[config.mk]
export PLATFORM = sky130hd
export DESIGN_NAME = hybrid_tap_coeff_regs_upper
export DESIGN_NICKNAME = d
export VERILOG_FILES = /design/src/design/hybrid_tap_pkg.sv /design/src/design/tap_coeff_reg.sv /design/src/design/hybrid_tap_coeff_regs_upper.sv
export VERILOG_INCLUDE_DIRS = /design/src /design/src/design
export SDC_FILE = /design/constraint.sdc
export NUM_CORES = 1
export LEC_CHECK = 0
export BUFFER_PORTS_ARGS = -buffer_cell sky130_fd_sc_hd__buf_2
export CORE_UTILIZATION = 47
export CTS_CLUSTER_DIAMETER = 80
export DETAILED_ROUTE_END_ITERATION = 8
export GPL_TIMING_DRIVEN = 0
export PLACE_DENSITY = 0.79
export SLEW_MARGIN = 10
export SYNTH_ARGS = -nofsm -noshare
export SYNTH_HDL_FRONTEND = slang
export SYNTH_SLANG_ARGS = --single-unit
export TNS_END_PERCENT = 20
[constraint.sdc]
create_clock -name sys_clk -period 1.65 [get_ports sys_clk]
set_input_delay 0.165 -clock sys_clk [delete_from_list [all_inputs] [get_ports sys_clk]]
set_output_delay 0.165 -clock sys_clk [all_outputs]
set_load 0.1 [all_outputs]
[src/design/hybrid_tap_params.svh]
// Purpose: constants for the upper hybrid tap coefficient bank
// Assumes: register index times four gives the AXI byte address
// Notes: definitions only
`ifndef HYBRID_TAP_PARAMS_SVH
`define HYBRID_TAP_PARAMS_SVH

// ----------------------------------------
// register indexes
// ----------------------------------------
`define TAP5_IDX 6'h31
`define TAP6_IDX 6'h32
`define TAP7_IDX 6'h33
`define TAP8_IDX 6'h34
`define RSVD_A_IDX 6'h35
`define RSVD_B_IDX 6'h36

// ----------------------------------------
// field layout and reset values
// ----------------------------------------
`define COEFF_LSB 0
`define COEFF_MSB 7
`define TAP5_RST 8'h00
`define TAP6_RST 8'h00
`define TAP7_RST 8'h00
`define TAP8_RST 8'h00
`define RSVD_READ 32'h0000_0000

// ----------------------------------------
// bus
// ----------------------------------------
`define AXI_ADDR_W 8
`define RESP_OKAY 2'h0
`define RESP_SLVERR 2'h2

`endif

[src/design/hybrid_tap_pkg.sv]
// Purpose: types shared by the hybrid tap coefficient bank
// Assumes: nothing beyond the params header
// Notes: no constants here, only types
package hybrid_tap_pkg;

  typedef logic [7:0] coeff_t;
  typedef logic [1:0] resp_t;
  typedef enum {SLOT_TAP, SLOT_RSVD, SLOT_NONE} slot_e;

endpackage : hybrid_tap_pkg

[src/design/tap_coeff_reg.sv]
// Purpose: one eight-bit tap coefficient holding register
// Assumes: load is a one-cycle pulse on sys_clk
// Notes: new value appears the cycle after load
`timescale 1ns/1ns

module tap_coeff_reg #(
  parameter hybrid_tap_pkg::coeff_t RESET_VALUE = 8'h00
) (
  input wire logic sys_clk,
  input wire logic rst_n,
  input wire logic load,
  input wire hybrid_tap_pkg::coeff_t load_data,
  output hybrid_tap_pkg::coeff_t coeff
);

  typedef struct packed {
    hybrid_tap_pkg::coeff_t value;
  } hold_s;

  hold_s state;
  hold_s next_state;

  always_comb begin
    next_state = state;
    if (load) begin
      next_state.value = load_data;
    end
  end

  always_ff @(posedge sys_clk or negedge rst_n) begin
    if (!rst_n) begin
      state.value <= RESET_VALUE;
    end else begin
      state <= next_state;
    end
  end

  assign coeff = state.value;

endmodule : tap_coeff_reg

[src/design/hybrid_tap_coeff_regs_upper.sv]
// Purpose: AXI4-Lite bank holding hybrid filter taps five to eight
// Assumes: one write and one read outstanding at most
// Notes: reserved slots read zero and ignore writes
//
// Implementation choice: the AXI4-Lite slave port.
`timescale 1ns/1ns
`include "hybrid_tap_params.svh"

module hybrid_tap_coeff_regs_upper (
  input wire logic sys_clk,
  input wire logic rst_n,
  input wire logic [`AXI_ADDR_W-1:0] s_axi_awaddr,
  input wire logic s_axi_awvalid,
  output logic s_axi_awready,
  input wire logic [31:0] s_axi_wdata,
  input wire logic [3:0] s_axi_wstrb,
  input wire logic s_axi_wvalid,
  output logic s_axi_wready,
  output hybrid_tap_pkg::resp_t s_axi_bresp,
  output logic s_axi_bvalid,
  input wire logic s_axi_bready,
  input wire logic [`AXI_ADDR_W-1:0] s_axi_araddr,
  input wire logic s_axi_arvalid,
  output logic s_axi_arready,
  output logic [31:0] s_axi_rdata,
  output hybrid_tap_pkg::resp_t s_axi_rresp,
  output logic s_axi_rvalid,
  input wire logic s_axi_rready,
  output hybrid_tap_pkg::coeff_t tap_five_coeff,
  output hybrid_tap_pkg::coeff_t tap_six_coeff,
  output hybrid_tap_pkg::coeff_t tap_seven_coeff,
  output hybrid_tap_pkg::coeff_t tap_eight_coeff,
  output logic [3:0] tap_active
);

  // ----------------------------------------
  // state
  // ----------------------------------------
  typedef struct packed {
    logic aw_held;
    logic [`AXI_ADDR_W-1:0] aw_addr;
    logic w_held;
    hybrid_tap_pkg::coeff_t w_data;
    logic w_lane0;
    logic bvalid;
    hybrid_tap_pkg::resp_t bresp;
    logic rvalid;
    logic [31:0] rdata;
    hybrid_tap_pkg::resp_t rresp;
  } bus_s;

  localparam hybrid_tap_pkg::coeff_t TAP_RST [4] = '{`TAP5_RST, `TAP6_RST, `TAP7_RST, `TAP8_RST};

  bus_s st;
  bus_s next_st;
  hybrid_tap_pkg::coeff_t coeff [4];
  logic [3:0] load;
  logic commit;

  function automatic hybrid_tap_pkg::slot_e slot_of(input logic [5:0] idx);
    if (idx >= `TAP5_IDX && idx <= `TAP8_IDX) begin
      slot_of = hybrid_tap_pkg::SLOT_TAP;
    end else if (idx == `RSVD_A_IDX || idx == `RSVD_B_IDX) begin
      slot_of = hybrid_tap_pkg::SLOT_RSVD;
    end else begin
      slot_of = hybrid_tap_pkg::SLOT_NONE;
    end
  endfunction : slot_of

  // ----------------------------------------
  // coefficient storage
  // ----------------------------------------
  // write lands only once both halves are held, so a late wdata cannot tear a value
  assign commit = st.aw_held && st.w_held && !st.bvalid;

  for (genvar i = 0; i < 4; i++) begin : g_tap
    assign load[i] = commit && st.w_lane0 && (st.aw_addr[7:2] == 6'(`TAP5_IDX + i));
    tap_coeff_reg #(.RESET_VALUE(TAP_RST[i])) u_tap (
      .sys_clk(sys_clk),
      .rst_n(rst_n),
      .load(load[i]),
      .load_data(st.w_data),
      .coeff(coeff[i])
    );
    assign tap_active[i] = (coeff[i] != 8'h00);
  end

  // lower taps are combined downstream with these four
  assign tap_five_coeff = coeff[0];
  assign tap_six_coeff = coeff[1];
  assign tap_seven_coeff = coeff[2];
  assign tap_eight_coeff = coeff[3];

  // ----------------------------------------
  // bus slave
  // ----------------------------------------
  assign s_axi_awready = !st.aw_held;
  assign s_axi_wready = !st.w_held;
  assign s_axi_arready = !st.rvalid;
  assign s_axi_bvalid = st.bvalid;
  assign s_axi_bresp = st.bresp;
  assign s_axi_rvalid = st.rvalid;
  assign s_axi_rdata = st.rdata;
  assign s_axi_rresp = st.rresp;

  always_comb begin
    next_st = st;
    if (s_axi_awvalid && !st.aw_held) begin
      next_st.aw_held = 1'b1;
      next_st.aw_addr = s_axi_awaddr;
    end
    if (s_axi_wvalid && !st.w_held) begin
      next_st.w_held = 1'b1;
      next_st.w_data = s_axi_wdata[`COEFF_MSB:`COEFF_LSB];
      next_st.w_lane0 = s_axi_wstrb[0];
    end
    if (st.bvalid && s_axi_bready) begin
      next_st.bvalid = 1'b0;
    end
    // reserved slots swallow a stray write quietly; software should never send one
    if (commit) begin
      next_st.aw_held = 1'b0;
      next_st.w_held = 1'b0;
      next_st.bvalid = 1'b1;
      next_st.bresp = (slot_of(st.aw_addr[7:2]) == hybrid_tap_pkg::SLOT_NONE) ? `RESP_SLVERR : `RESP_OKAY;
    end
    if (st.rvalid && s_axi_rready) begin
      next_st.rvalid = 1'b0;
    end
    if (s_axi_arvalid && !st.rvalid) begin
      next_st.rvalid = 1'b1;
      next_st.rresp = `RESP_OKAY;
      next_st.rdata = `RSVD_READ;
      unique case (slot_of(s_axi_araddr[7:2]))
        hybrid_tap_pkg::SLOT_TAP: begin
          next_st.rdata = {24'h00_0000, coeff[2'(s_axi_araddr[7:2] - `TAP5_IDX)]};
        end
        hybrid_tap_pkg::SLOT_RSVD: begin
          next_st.rdata = `RSVD_READ;
        end
        hybrid_tap_pkg::SLOT_NONE: begin
          next_st.rresp = `RESP_SLVERR;
        end
      endcase
    end
  end

  always_ff @(posedge sys_clk or negedge rst_n) begin
    if (!rst_n) begin
      st <= '0;
    end else begin
      st <= next_st;
    end
  end

  // ----------------------------------------
  // checks
  // ----------------------------------------
  tap5_write_a: assert property (@(posedge sys_clk) disable iff (!rst_n)
    commit && st.w_lane0 && st.aw_addr[7:2] == `TAP5_IDX |=> tap_five_coeff == $past(st.w_data))
    else $error("tap five did not take written value");

  tap8_write_a: assert property (@(posedge sys_clk) disable iff (!rst_n)
    commit && st.w_lane0 && st.aw_addr[7:2] == `TAP8_IDX |=> tap_eight_coeff == $past(st.w_data)
      && $stable(tap_five_coeff) && $stable(tap_six_coeff) && $stable(tap_seven_coeff))
    else $error("tap eight write wrong or disturbed other taps");

  tap6_read_a: assert property (@(posedge sys_clk) disable iff (!rst_n)
    s_axi_arvalid && s_axi_arready && s_axi_araddr[7:2] == `TAP6_IDX
      |=> s_axi_rvalid && s_axi_rdata == {24'h00_0000, $past(tap_six_coeff)} && s_axi_rresp == `RESP_OKAY)
    else $error("tap six readback mismatch");

  zero_tap_a: assert property (@(posedge sys_clk) disable iff (!rst_n)
    commit && st.w_lane0 && st.aw_addr[7:2] == `TAP6_IDX && st.w_data == 8'h00 |=> !tap_active[1])
    else $error("zeroed tap six still active");

  reset_taps_a: assert property (@(posedge sys_clk) disable iff (!rst_n)
    $rose(rst_n) |-> tap_five_coeff == 8'h00 && tap_seven_coeff == 8'h00 && !tap_active[0] && !tap_active[2])
    else $error("tap five or seven not zero after reset");

  rsvd_read_a: assert property (@(posedge sys_clk) disable iff (!rst_n)
    s_axi_arvalid && s_axi_arready && (s_axi_araddr[7:2] == `RSVD_A_IDX || s_axi_araddr[7:2] == `RSVD_B_IDX)
      |=> s_axi_rvalid && s_axi_rresp == `RESP_OKAY)
    else $error("reserved read not answered okay");

  write_ack_a: assert property (@(posedge sys_clk) disable iff (!rst_n)
    commit |=> s_axi_bvalid ##0 (s_axi_bvalid && !s_axi_bready) [*2] |=> s_axi_bvalid)
    else $error("write response dropped before bready");

  read_hold_a: assert property (@(posedge sys_clk) disable iff (!rst_n)
    s_axi_rvalid && !s_axi_rready |=> s_axi_rvalid && $stable(s_axi_rdata) && $stable(s_axi_rresp))
    else $error("read answer changed while stalled");

  unmapped_a: assert property (@(posedge sys_clk) disable iff (!rst_n)
    s_axi_arvalid && s_axi_arready && s_axi_araddr[7:2] == 6'h30 |=> s_axi_rresp == `RESP_SLVERR)
    else $error("unmapped read not refused");

  tap6_write_a: assert property (@(posedge sys_clk) disable iff (!rst_n)
    commit && st.w_lane0 && st.aw_addr[7:2] == `TAP6_IDX |=> tap_six_coeff == $past(st.w_data))
    else $error("tap six did not take written value");

  tap7_write_a: assert property (@(posedge sys_clk) disable iff (!rst_n)
    commit && st.w_lane0 && st.aw_addr[7:2] == `TAP7_IDX |=> tap_seven_coeff == $past(st.w_data))
    else $error("tap seven did not take written value");

  strobe_off_a: assert property (@(posedge sys_clk) disable iff (!rst_n)
    commit && !st.w_lane0 |=> $stable(tap_five_coeff) && $stable(tap_six_coeff)
      && $stable(tap_seven_coeff) && $stable(tap_eight_coeff))
    else $error("write with lane zero off changed a tap");

  unmapped_write_a: assert property (@(posedge sys_clk) disable iff (!rst_n)
    commit && slot_of(st.aw_addr[7:2]) == hybrid_tap_pkg::SLOT_NONE |=> s_axi_bresp == `RESP_SLVERR
      && $stable(tap_five_coeff) && $stable(tap_six_coeff)
      && $stable(tap_seven_coeff) && $stable(tap_eight_coeff))
    else $error("unmapped write not refused or stored");

  taps_hold_a: assert property (@(posedge sys_clk) disable iff (!rst_n)
    !commit |=> $stable(tap_five_coeff) && $stable(tap_six_coeff)
      && $stable(tap_seven_coeff) && $stable(tap_eight_coeff))
    else $error("tap changed without a write");

endmodule : hybrid_tap_coeff_regs_upper

# Word-level counts from Yosys, hierarchy flattened
# Index checks and enable logic that the tools add are counted.
# Widths: inputs -> output; s select.
# totals
ff_bits	89
output_inout_bits	77
wordCells	80
# classes
addsub	1
magnitude_cmp	5
eq_ne	10
mux	20
n_bitwise	1
n_reduce_logical	29
# op_table
op	count
$mux 32	2
$eq 6x6->1 const B	8
$mux 35	1
$eq 32x2->1 const B	1
$eq 32x3->1 const B	1
$logic_not 32->1	1
$reduce_bool 8->1	4
$mux 8	3
$bmux 8 s2	1
$logic_and 1x1->1	14
$ge 6x6->1 const B	2
$le 6x6->1 const B	2
$mux 2	6
$mux 10	1
$mux 9	1
$reduce_bool 2->1	4
$logic_not 1->1	4
$mux 1	4
$ge 3x3->1 const B	1
$mux 3	1
$not 2->3	1
$logic_or 1x1->1	2
$sub 2x1->2 const B	1

# Depth between registers and ports, before layout
# depth
word_depth	8
mapped_depth	7
depth_no_buf	5

# Cells and area by module
# A second synthesis with hierarchy kept.
# hier_totals
cells_unflattened	240
area_unflattened_um2	3210.6
# modules_own_cells
mod	instances	cells_per_inst	area_each_um2	seq_area_each_um2
hybrid_tap_coeff_regs_upper	1	172	1884.3	725.7
tap_coeff_reg	4	17	331.6	200.2

# Worst setup path before layout
# OpenSTA, ideal clock, no wires.
# synth_timing
path_type	reg-to-reg
start	register st, in the netlist s_axi_bvalid
end	register g_tap[3].u_tap.state, in the netlist g_tap[3].u_tap.coeff[1]
arrival_time_ps	1917
setup_slack_ps	-393
path_stages_with_launch	5
n_path_buf	1
cell_sequence	dfrtp_1 > and3b_1 > buf_2 > nand3_1 > mux2_2
# synth_via
elab_chain_cells	4
# synth_rtl
item	line_no	rtl
from (decl)	hybrid_tap_coeff_regs_upper.sv:54	bus_s st;
from (signal assigned)	hybrid_tap_coeff_regs_upper.sv:152	st <= next_st;
$logic_not 1->1	hybrid_tap_coeff_regs_upper.sv:74	assign commit = st.aw_held && st.w_held && !st.bvalid;
$logic_and 1x1->1	hybrid_tap_coeff_regs_upper.sv:74	
$logic_and 1x1->1 (2 in series)	hybrid_tap_coeff_regs_upper.sv:77	assign load[i] = commit && st.w_lane0 && (st.aw_addr[7:2] == 6'(`TAP5_IDX + i));
to (signal assigned)	tap_coeff_reg.sv:34	state <= next_state;
to (decl)	tap_coeff_reg.sv:20	hold_s state;
# No other way between the ends.
# A chain may end at the register's enable or synchronous reset.

# Final worst setup path
# layout_timing
start	register st[53] (netlist name)
end	register g_tap[1].u_tap.state, in the netlist g_tap[1].u_tap.coeff[2]
# layout_via
elab_chain_cells	2
# layout_rtl
item	line_no
$eq 6x6->1	hybrid_tap_coeff_regs_upper.sv:77
$logic_and 1x1->1	hybrid_tap_coeff_regs_upper.sv:77
to (signal assigned)	tap_coeff_reg.sv:34
to (decl)	tap_coeff_reg.sv:20
# No other way between the ends.

==> flow_metrics.py <==
metrics = {
    "clock_tree": {
        "clk_pin_slew_ns": 0.06,
        "clock_sinks": 61,
        "insertion_delay_ns": 0.33,
        "htree_num_levels": 3,
        "cts_tree": "built",
        "cts-root-buf": "clkbuf_8",
        "cts_buffer_depth": 2,
        "cts_inserted_buffers": 9,
    },
    "finish": {
        "seqCellArea_um2": 1551,
        "fillers": 506,
        "finalNetCount": 426,
        "multi_input_area_um2": 1401,
        "fin_area_um2": 4075,
        "area.growth.synth_to_final_pct": 31.70,
        "n_antenna_cell": 0,
        "most-common-layout-cells": "buf_2, mux2_2, buf_4, dfrtp_1, conb_1",
        "drive_above_1_share_pct": 62.23,
        "mostFrequentLayoutCell": "buf_2",
    },
    "yosys": {
        "ys_seq_area_share_pct": 49.33,
        "synth_edf_count": 0,
        "synth_area_per_cell_um2": 12.73,
        "synth_area_leader_cell": "dfrtp_1",
        "netlist_area_um2": 3094,
        "yosys-top-cells-area": "dfrtp_1, mux2_2, buf_4",
        "synth_warnings": 0,
        "synth_async_sr_flop_share_pct": 100.0,
        "yosysTopAreaCellShare_pct": 49.33,
        "synth-seq-cells": 61,
        "ys_types": 30,
        "netlist_instances": 243,
        "synthFlopType": "dfrtp_1",
    },
    "setup_path": {
        "crit_type": "flip-flop to flip-flop",
        "cp.required_ns": 1.87,
        "endpoint_kind": "flip-flop",
        "critPathMaxFanout": 8,
        "worstPathArrival_ns": 1.91,
        "cp-start-kind": "flip-flop",
    },
    "floorplan": {
        "start_util_pct": 48.73,
        "io-pin-count": 136,
        "dieArea_um2": 6912,
        "core_area_um2": 6350,
        "rows": 29,
        "die_y_um": 83.14,
        "fp.dieW_um": 83.14,
    },
    "sta": {
        "setup_violations": 8,
        "period_needed_ns": 1.692,
        "fin_setup_tns_ns": -0.2862,
        "rsz0062_at_grt": "yes",
        "final-max-slew-violation-count": 0,
        "worstMarginPinSlew_ns": 0.7658,
        "maxSlewHeadroom_pct": 48.95,
        "worst_slack_ns": -0.04187,
        "max_freq_ghz": 0.5911,
        "period_share_pct": 102.5,
        "clock_skew_ns": 0.004148,
        "hold_violations": 0,
    },
    "global_route": {
        "grt_max_degree": 62,
        "gr-total-overflow": 0,
        "grt_pass1_vias": 2060,
        "grt_pass1_wl_mm": 10.17,
        "gr-usage-all-layers_pct": 19.24,
        "antenna_found_initial": 0,
    },
    "placement": {
        "dpl_cell_area_um2": 3721,
        "dp_hpwl_mm": 4.651,
        "port_buffers": 78,
        "globalplace.congestion": 0.7960,
    },
    "route": {
        "via_per_inst": 4.917,
        "drt_iter0_drc": 124,
        "post_drt_wl_per_cell_um": 14.40,
        "num_vias": 2188,
        "first_pass_iters": 4,
        "drc_errors": 0,
        "finalWirelength_mm": 6.407,
        "ant_nets": 0,
    },
    "status": {
        "violations": "negative setup slack",
        "outcome": "finished with violations",
    },
    "job": {
        "cap_violations": 0,
    },
    "worst_hold_path": {
        "hold_class": "input port to flip-flop",
    },
}
metrics by stage:
step	util, %	setup slack (ns)	hold slack (ns)	cells
2_1_floorplan	-	-0.06582	-0.1306	268
6_report	64.18	-0.04187	0.009806	445
5_1_grt	64.18	-0.1205	0.01392	445
4_1_cts	62.84	-0.1145	0.003399	442
3_3_place_gp	58.56	-0.3024	0.3538	423
3_5_place_dp	58.60	-0.3529	0.2824	423
Yosys cell counts, types with 3 or more instances:
master and number:
nand2b_1 4, buf_4 36, mux2_1 3, nor2_1 6, dfrtp_1 61, clkbuf_1 4, buf_2 3, o31ai_1 8
nor4_1 8, nand2_1 14, mux2_2 44, inv_1 16, ha_1 4, mux4_2 8, nor4_4 3
final timing paths:
kind                                             from                                   to  slack [ns]  depth (start not counted)
max reg2reg                        st[53]$_DFFE_PN0P_  g_tap[1].u_tap.coeff[2]$_DFFE_PN0P_       -0.04                          3
min in group asynchronous                       rst_n                   st[40]$_DFFE_PN0P_        0.45                          2
min reg2reg                s_axi_rdata[7]$_DFFE_PN0P_           s_axi_rdata[7]$_DFFE_PN0P_        0.48                          2
max                                st[53]$_DFFE_PN0P_  g_tap[1].u_tap.coeff[2]$_DFFE_PN0P_       -0.04                          3
max in group asynchronous                       rst_n             s_axi_bvalid$_DFFE_PN0P_        0.62                          2
min                                      s_axi_rready             s_axi_rvalid$_DFFE_PN0P_        0.01                          2
kinds of logic after synthesis:
logic type | Yosys count | share of synthesized area (%)
mux | 55 | 22.93
buf+inv | 60 | 11.77
simple gates | 48 | 10.96
flops | 61 | 49.33
fa+ha+maj | 4 | 1.618
other cells | 1 | 0.1212
compound gates | 14 | 3.275
worst max-delay path, cell delays in order (launching register included):
cell and delay (ns):
dfrtp_1 0.39, nand3b_4 0.21, nor4_4 0.57, mux2_2 0.40
layer usage:
| layer | GRT usage (%) | vias up | part of all wire (%) |
|---|---|---|---|
| met1 | 24.18 | 1047 | 43 |
| li1 | - | 1033 | - |
| met2 | 30.25 | 96 | 49 |
| met5 | 0 | - | 0 |
| met4 | 9.404 | 0 | 2.2 |
| met3 | 5.964 | 12 | 6.3 |
registers in the layout (all words and copies together) (netlist names):
name / count
g_tap.u_tap.coeff: 32
st: 17
s_axi_rdata: 8
s_axi_bresp: 1
s_axi_bvalid: 1
s_axi_rresp: 1
s_axi_rvalid: 1
repair_timing:
action,in CTS,in global routing
pin swaps,1,2
setup buffers,2,2
setup endpoints to repair,28,37
hold buffers,1,1
endpoints found under the hold margin,61,1
gates resized for setup,10,13
layout make-up:
class / count / share of cell area (%)
Clock inverter: 5 / 1.228
Clock buffer: 11 / 3.469
Multi-Input combinational cell: 147 / 34.39
Timing Repair Buffer: 84 / 11.30
Inverter: 16 / 1.566
Buffer: 44 / 7.614
Sequential cell: 61 / 38.07
Tap cell: 77 / 2.364
Power is not shown: default switching activity piles up to over one toggle a cycle in this logic, so the estimate is an artifact.
